## src/qss_pkg.sv

```systemverilog
package qss_pkg;
   localparam int NCH = 4;
   localparam int RES_W = 18;
   localparam int SPAN_W = 3;
   localparam int CFG_W = 12;
   localparam int CH_W = 2;
   localparam int BIT_W = 5;
   localparam logic [BIT_W-1:0] MSB_IDX = 5'h11;
   localparam logic [CH_W-1:0] LAST_CH = 2'h3;
   localparam logic [SPAN_W-1:0] SPAN_OFF = 3'h0;
   localparam logic [RES_W-1:0] RES_ZERO = 18'h00000;
   localparam logic [RES_W-1:0] SIGN_FLIP = 18'h20000;
   localparam logic [CFG_W-1:0] CFG_RST = 12'hFFF;
   // Lane count field: 0 means one lane, 3 means four
   localparam int LANE_W = 2;
   // APB offsets
   localparam logic [7:0] A_CTRL = 8'h00;
   localparam logic [7:0] A_SPAN = 8'h04;
   localparam logic [7:0] A_STAT = 8'h08;
   localparam logic [7:0] A_RES0 = 8'h10;
   localparam int CTRL_LVDS = 0;
   localparam int CTRL_PD = 1;
   localparam int CTRL_LANE = 2;
   typedef enum logic [1:0] {
      QSS_ACQ = 2'b00,
      QSS_PICK = 2'b01,
      QSS_CONV = 2'b10,
      QSS_DONE = 2'b11
   } qss_state_e;
endpackage

```

## src/qss_sequencer.sv

```systemverilog
// Our own choices: the placing of the registers and the APB slave port.
`timescale 1ns/1ps
// Operation
// - The block alternates between tracking inputs and converting them.
// - A rising conversion_start edge holds all four channels at once.
// - Held channels share one 18-bit dac, converted one after another.
// - Each channel runs a binary search from one half to 1/262144.
// - Results are published only after every channel has finished.
// - Each result is an 18-bit code covering 2^18 levels.
// - Each channel uses its own span code, latched at each conversion.
// - Span codes 7, 6, 3 and 2 are bipolar with two's complement output.
// - Unipolar spans give straight binary output.
// - Channels with span code zero are skipped and read as zero.
// - A pin picks CMOS or LVDS; CMOS allows one to four data lanes.
// - A power-down control stops conversions while idle.
// - Span codes 5, 4 and 1 are unipolar over non-negative inputs.
module qss_sequencer (
   input wire logic clk_i,
   input wire logic rst_i,
   input wire logic psel_i,
   input wire logic penable_i,
   input wire logic pwrite_i,
   input wire logic [7:0] paddr_i,
   input wire logic [31:0] pwdata_i,
   output logic [31:0] prdata_o,
   output logic pready_o,
   output logic pslverr_o,
   input wire logic conversion_start_i,
   input wire logic lvds_sel_i,
   input wire logic comp_i,
   output logic [qss_pkg::NCH-1:0] hold_o,
   output logic [qss_pkg::CH_W-1:0] dac_ch_o,
   output logic [qss_pkg::RES_W-1:0] charge_redistribution_dac_o,
   output logic [qss_pkg::SPAN_W-1:0] dac_span_o,
   output logic lvds_mode_o,
   output logic [qss_pkg::LANE_W-1:0] lanes_o,
   output logic power_down_o,
   output logic results_valid_o
);
   import qss_pkg::*;

   qss_state_e state_r, state_nxt;
   logic cnv_d_r;
   logic [CFG_W-1:0] span_cfg_r;
   logic [CFG_W-1:0] span_lat_r;
   logic [LANE_W-1:0] lanes_r;
   logic pd_r;
   logic lvds_r;
   logic [CH_W-1:0] ch_r;
   logic [BIT_W-1:0] bit_r;
   logic [RES_W-1:0] sar_r;
   logic [RES_W-1:0] work_r [NCH];
   logic [RES_W-1:0] pub_r [NCH];
   logic valid_r;
   logic [31:0] rdata_r;
   logic ready_r;
   logic err_r;

   wire cnv_rise = conversion_start_i & ~cnv_d_r;
   wire acc = psel_i & penable_i & ~ready_r;
   // Write lands at the edge that completes the transfer
   wire wr = psel_i & penable_i & ready_r & pwrite_i;
   wire hit_ctrl = paddr_i == A_CTRL;
   wire hit_span = paddr_i == A_SPAN;
   wire hit_stat = paddr_i == A_STAT;
   wire [5:0] res_off = paddr_i[7:2] - A_RES0[7:2];
   wire hit_res = paddr_i >= A_RES0 && res_off < 6'(NCH)
      && paddr_i[1:0] == 2'h0;
   wire hit_any = hit_ctrl | hit_span | hit_stat | hit_res;
   wire [SPAN_W-1:0] cur_span = span_lat_r[ch_r*SPAN_W +: SPAN_W];
   wire ch_on = cur_span != SPAN_OFF;
   wire bipolar = cur_span[1];
   wire [RES_W-1:0] trial = sar_r | (RES_ZERO | (18'h1 << bit_r));
   wire [RES_W-1:0] kept = comp_i ? trial : sar_r;
   wire [RES_W-1:0] fmt = bipolar ? (kept ^ SIGN_FLIP) : kept;
   wire last_bit = bit_r == 5'h0;
   // Dac output is registered, so it is loaded with the next trial
   wire stepping = state_r == QSS_CONV && !last_bit;
   wire [RES_W-1:0] sar_nxt = stepping ? kept : RES_ZERO;
   wire [BIT_W-1:0] bit_nxt = stepping ? bit_r - 5'h1 : MSB_IDX;
   wire [RES_W-1:0] trial_nxt = sar_nxt | (RES_ZERO | (18'h1 << bit_nxt));

   always_comb begin
      state_nxt = state_r;
      case (state_r)
         QSS_ACQ: begin
            if (cnv_rise && !pd_r) begin
               state_nxt = QSS_PICK;
            end
         end
         QSS_PICK: begin
            if (ch_on) begin
               state_nxt = QSS_CONV;
            end else if (ch_r == LAST_CH) begin
               state_nxt = QSS_DONE;
            end
         end
         QSS_CONV: begin
            if (last_bit) begin
               state_nxt = (ch_r == LAST_CH) ? QSS_DONE : QSS_PICK;
            end
         end
         QSS_DONE: begin
            state_nxt = QSS_ACQ;
         end
         default: begin
            state_nxt = QSS_ACQ;
         end
      endcase
   end

   always_ff @(posedge clk_i) begin
      if (rst_i) begin
         state_r <= QSS_ACQ;
         cnv_d_r <= 1'b0;
      end else begin
         state_r <= state_nxt;
         cnv_d_r <= conversion_start_i;
      end
   end

   always_ff @(posedge clk_i) begin
      if (rst_i) begin
         span_lat_r <= CFG_RST;
      end else if (state_r == QSS_ACQ && state_nxt == QSS_PICK) begin
         span_lat_r <= span_cfg_r;
      end
   end

   always_ff @(posedge clk_i) begin
      if (rst_i) begin
         ch_r <= '0;
      end else if (state_r == QSS_ACQ || state_r == QSS_DONE) begin
         ch_r <= '0;
      end else if (state_r == QSS_PICK && !ch_on && ch_r != LAST_CH) begin
         ch_r <= ch_r + 2'h1;
      end else if (state_r == QSS_CONV && last_bit && ch_r != LAST_CH) begin
         ch_r <= ch_r + 2'h1;
      end
   end

   always_ff @(posedge clk_i) begin
      if (rst_i) begin
         bit_r <= MSB_IDX;
         sar_r <= RES_ZERO;
      end else begin
         sar_r <= sar_nxt;
         bit_r <= bit_nxt;
      end
   end

   genvar g;
   generate
      for (g = 0; g < NCH; g++) begin : g_ch
         always_ff @(posedge clk_i) begin
            if (rst_i) begin
               work_r[g] <= RES_ZERO;
               pub_r[g] <= RES_ZERO;
            end else begin
               if (state_r == QSS_PICK && ch_r == CH_W'(g) && !ch_on) begin
                  work_r[g] <= RES_ZERO;
               end else if (state_r == QSS_CONV && last_bit
                            && ch_r == CH_W'(g)) begin
                  work_r[g] <= fmt;
               end
               if (state_r == QSS_DONE) begin
                  pub_r[g] <= work_r[g];
               end
            end
         end
      end
   endgenerate

   always_ff @(posedge clk_i) begin
      if (rst_i) begin
         valid_r <= 1'b0;
      end else if (state_r == QSS_DONE) begin
         valid_r <= 1'b1;
      end else if (cnv_rise && state_r == QSS_ACQ && !pd_r) begin
         valid_r <= 1'b0;
      end
   end

   // span word and control over APB
   always_ff @(posedge clk_i) begin
      if (rst_i) begin
         span_cfg_r <= CFG_RST;
         pd_r <= 1'b0;
         lanes_r <= '0;
         lvds_r <= 1'b0;
      end else begin
         lvds_r <= lvds_sel_i;
         if (wr && hit_span) begin
            span_cfg_r <= pwdata_i[CFG_W-1:0];
         end
         if (wr && hit_ctrl) begin
            pd_r <= pwdata_i[CTRL_PD];
            lanes_r <= pwdata_i[CTRL_LANE +: LANE_W];
         end
      end
   end

   always_ff @(posedge clk_i) begin
      if (rst_i) begin
         ready_r <= 1'b0;
         err_r <= 1'b0;
         rdata_r <= '0;
      end else begin
         ready_r <= psel_i & penable_i & ~ready_r;
         err_r <= acc & ~hit_any;
         if (acc && !pwrite_i) begin
            rdata_r <= hit_ctrl ? 32'({lanes_r, pd_r, lvds_r})
               : hit_span ? 32'(span_cfg_r)
               : hit_stat ? 32'({valid_r, state_r})
               : hit_res ? 32'(pub_r[res_off[CH_W-1:0]])
               : 32'h0;
         end
      end
   end

   always_comb begin
      prdata_o = rdata_r;
      pready_o = ready_r;
      pslverr_o = err_r;
      lvds_mode_o = lvds_r;
      lanes_o = lanes_r;
      power_down_o = pd_r;
      results_valid_o = valid_r;
   end

   always_ff @(posedge clk_i) begin
      if (rst_i) begin
         hold_o <= '0;
      end else begin
         hold_o <= {NCH{state_nxt != QSS_ACQ}};
      end
   end

   always_ff @(posedge clk_i) begin
      if (rst_i) begin
         dac_ch_o <= '0;
         charge_redistribution_dac_o <= RES_ZERO;
         dac_span_o <= SPAN_OFF;
      end else begin
         dac_ch_o <= ch_r;
         charge_redistribution_dac_o <= trial_nxt;
         dac_span_o <= cur_span;
      end
   end
endmodule

```

## config.mk

```make
export PLATFORM = sky130hd
export DESIGN_NAME = qss_sequencer
export DESIGN_NICKNAME = d
export VERILOG_FILES = /design/src/qss_pkg.sv /design/src/qss_sequencer.sv
export SDC_FILE = /design/constraint.sdc
export NUM_CORES = 1
export LEC_CHECK = 0
export BUFFER_PORTS_ARGS = -buffer_cell sky130_fd_sc_hd__buf_2
export CAP_MARGIN = 20
export CELL_PAD_IN_SITES_DETAIL_PLACEMENT = 1
export CELL_PAD_IN_SITES_GLOBAL_PLACEMENT = 1
export CORE_MARGIN = 2
export CORE_UTILIZATION = 40
export CTS_CLUSTER_SIZE = 16
export DETAILED_ROUTE_END_ITERATION = 7
export PLACE_DENSITY_LB_ADDON = 0.3
export SLEW_MARGIN = 10
export SYNTH_ARGS = -nofsm -noshare
export SYNTH_HDL_FRONTEND = slang
export SYNTH_SLANG_ARGS = --single-unit
export TNS_END_PERCENT = 20
```

## constraint.sdc

```tcl
create_clock -name clk_i -period 7.4 [get_ports clk_i]
set_input_delay 1.48 -clock clk_i [delete_from_list [all_inputs] [get_ports clk_i]]
set_output_delay 1.48 -clock clk_i [all_outputs]
set_load 0.01 [all_outputs]
```

==> summary.txt <==
Crit Path Class - in -> reg
# Max-Cap Violations - 0
via-per-instance ratio - 5.10
ranking of synthesized cells by area - edfxtp_1 (44%), dfxtp_1 (21%), and2_1 (4.9%), mux4_2 (4.6%), nor2_1 (4.4%)
Synth area leader - edfxtp_1
initial antenna violation count - 0
Max Transition Viols Final - 0
RSZ-0062 raised after global routing - no
CP Launch Type - input port
worst hold path type - reg -> reg
Clock Sinks - 245
Cell variety after synth - 55
Multi-input gate area - 0.00312 mm²
worst vdd ir - 0.000166 V
Synth async-reset ratio - 0%
Initial Utilization - 40.5%
critical path required time - 7810 ps
final hold violation count - 0
DRC Markers - 0
Final Wtd Congestion - 0.852
PostCTS Resize Cnt - 0
# rows - 57
first-pass GRT wire length - 36.4 mm
fin crit share - 49.7%
Post-Syn Area - 0.00980 mm²
Reg clk slew, reported paths - 60 ps
WP data arrival - 4090 ps
CTS tree - done
hold_buf cts - 0
Post-Route Skew - 15.6 ps
Storage cell area - 0.00635 mm²
wire per inst - 19.2 µm
vias in the first global route - 6394
Detailed Routing Iterations Pass 1 - 4
Post-Place Setup Slack - 3200 ps
grt ovf - 0
final core occ - 46.3%
Clock Tree Buf Depth - 3
die height - 161 µm
Yosys top cell area share - 44.1%
outcome - finished clean
core area - 0.0242 mm²
min Tclk post-route - 3680 ps
H-tree depth - 1
post-route setup slack - 3720 ps
DIE AREA - 0.0258 mm²
gr usage total - 18.0%
vias after detailed routing - 6124
Post-synth EDFFs - 144
nets - 917
Main synth FF type - edfxtp_1
PortBufs - 79
share of cells above drive strength 1 - 17.8%
most frequent cells in the layout - edfxtp_1 (144), nor2_1 (115), dfxtp_1 (101), buf_2 (79), and2_1 (76)
Setup-failing EPs final - 0
CP Capture Type - flop
Antenna Cells - 0
DR WL met3 - 1.11 mm
CP Max Fanout - 21
most common cell after layout, fill and taps aside - edfxtp_1
fmax - 0.272 GHz
synthesized flop and latch total - 245
Gate Count Post-Synth - 790
Leak - 4.18 nW
sequential-to-total area share from yosys stat - 64.7%
met2 wire len - 11.4 mm
Rel. slew slack - 32.8%
root buffer cell - clkbuf_16
CTS buffer count - 27
worst slew pin tran - 1000 ps
# IOs - 114
synth warn - 0
postcts setup bufs - 0
Fill cells - 2543
Skew-Pair Late Insertion Delay - 530 ps
Syn Area/Cell - 12.4 µm²
P&R area growth vs syn - 14.2%
top sig layer - met4
Die Wd - 161 µm
Setup TNS Final - 0 ps
pwr dens - 271 mW/mm²
drt total wl - 23.0 mm
Post-Route M1 WL - 10.1 mm
Detailed Route Iter0 Violations - 349
antenna-violating nets left - 0
largest net degree at the start of global routing - 73
Detailed Place HPWL - 15.1 mm
[worst paths after layout]
kind,start,end,slack (ps),cells past startpoint
worst max register to register,ch_r[0],work_r[3][2],4230,4
worst min register to register,span_lat_r[6],span_lat_r[6],440,2
worst min-delay path,span_lat_r[6],span_lat_r[6],440,2
worst max-delay path,paddr_i[6],span_cfg_r[10],3720,6
[critical path, cell delays in order]
cell and delay (ps):
buf_2 90, or4_1 620, nor4_2 410, and2_1 630, nand2_1 440, a211o_1 410
[routing by layer]
metal  vias to the layer above  global-route usage (%)
li1                       2908                       -
met1                      3033                    23.7
met2                       150                    31.3
met3                        33                    2.84
met4                         0                    4.18
met5                         -                       0
[registers in the layout (all words and copies together), names as in the netlist, 3 cells and up]
register / flops
span_cfg_r: 12
prdata_o: 18
bit_r: 5
charge_redistribution_dac_o: 18
work_r: 72
span_lat_r: 12
sar_r: 18
pub_r: 72
dac_span_o: 3
[Yosys cell counts (2+ instances only)]
cell	n
o22a_1	2
nand2_1	55
buf_6	2
dfxtp_1	101
buf_2	2
xor2_1	2
a31oi_1	14
mux2i_1	5
xnor2_1	4
or2_2	2
and2_1	76
buf_4	17
buf_1	6
o22ai_1	16
a21o_1	4
nor3b_1	3
a22oi_1	10
o211ai_1	2
nand2b_1	6
mux4_2	20
edfxtp_1	144
nor3_1	5
nor4b_1	2
nor2b_1	10
a211o_1	12
ha_1	13
clkbuf_1	30
or3_1	4
a21oi_1	30
nand2_4	4
nor2_1	115
and3_1	13
inv_1	10
buf_8	4
nand3_1	9
o21ai_0	15
a22o_1	3
[report_power, final]
part	total [mW]	switching, mW	internal (mW)
Combinational	0.218	0.141	0.0766
Sequential	1.53	0.0251	1.51
Clock	1.29	0.521	0.764
[per-stage QoR]
step | hold slack [ps] | power, mW | area [µm²] | instances
detailed placement | 435 | 1.78 | 10300 | 1151
global route | 455 | 3.16 | 11200 | 1200
CTS | 442 | 3.07 | 11200 | 1200
global placement | 420 | 1.77 | 10300 | 1151
floorplan | 407 | 1.71 | 9850 | 803
finish | 440 | 3.04 | 11200 | 1200
[logic make-up (layout without fill, tap and decap cells)]
group / after synthesis / after routing / share of synthesized area, %
fa+ha+maj: 13 / 13 / 1.66
other cells: 1 / 14 / 0.0383
buf+inv: 71 / 144 / 4.01
mux: 26 / 26 / 5.37
flops: 245 / 245 / 64.7
simple gates: 314 / 314 / 16.2
xor+xnor: 6 / 6 / 0.536
compound gates: 114 / 114 / 7.48
[area by class of cell]
type,count,area share [%]
Sequential cell,245,56.7
Multi-Input combinational cell,487,27.8
Clock buffer,37,6.58
Timing Repair Buffer,85,3.93
Tap cell,324,3.62
Clock inverter,12,1.02
Inverter,10,0.335
(Power assumes the default switching activity.)
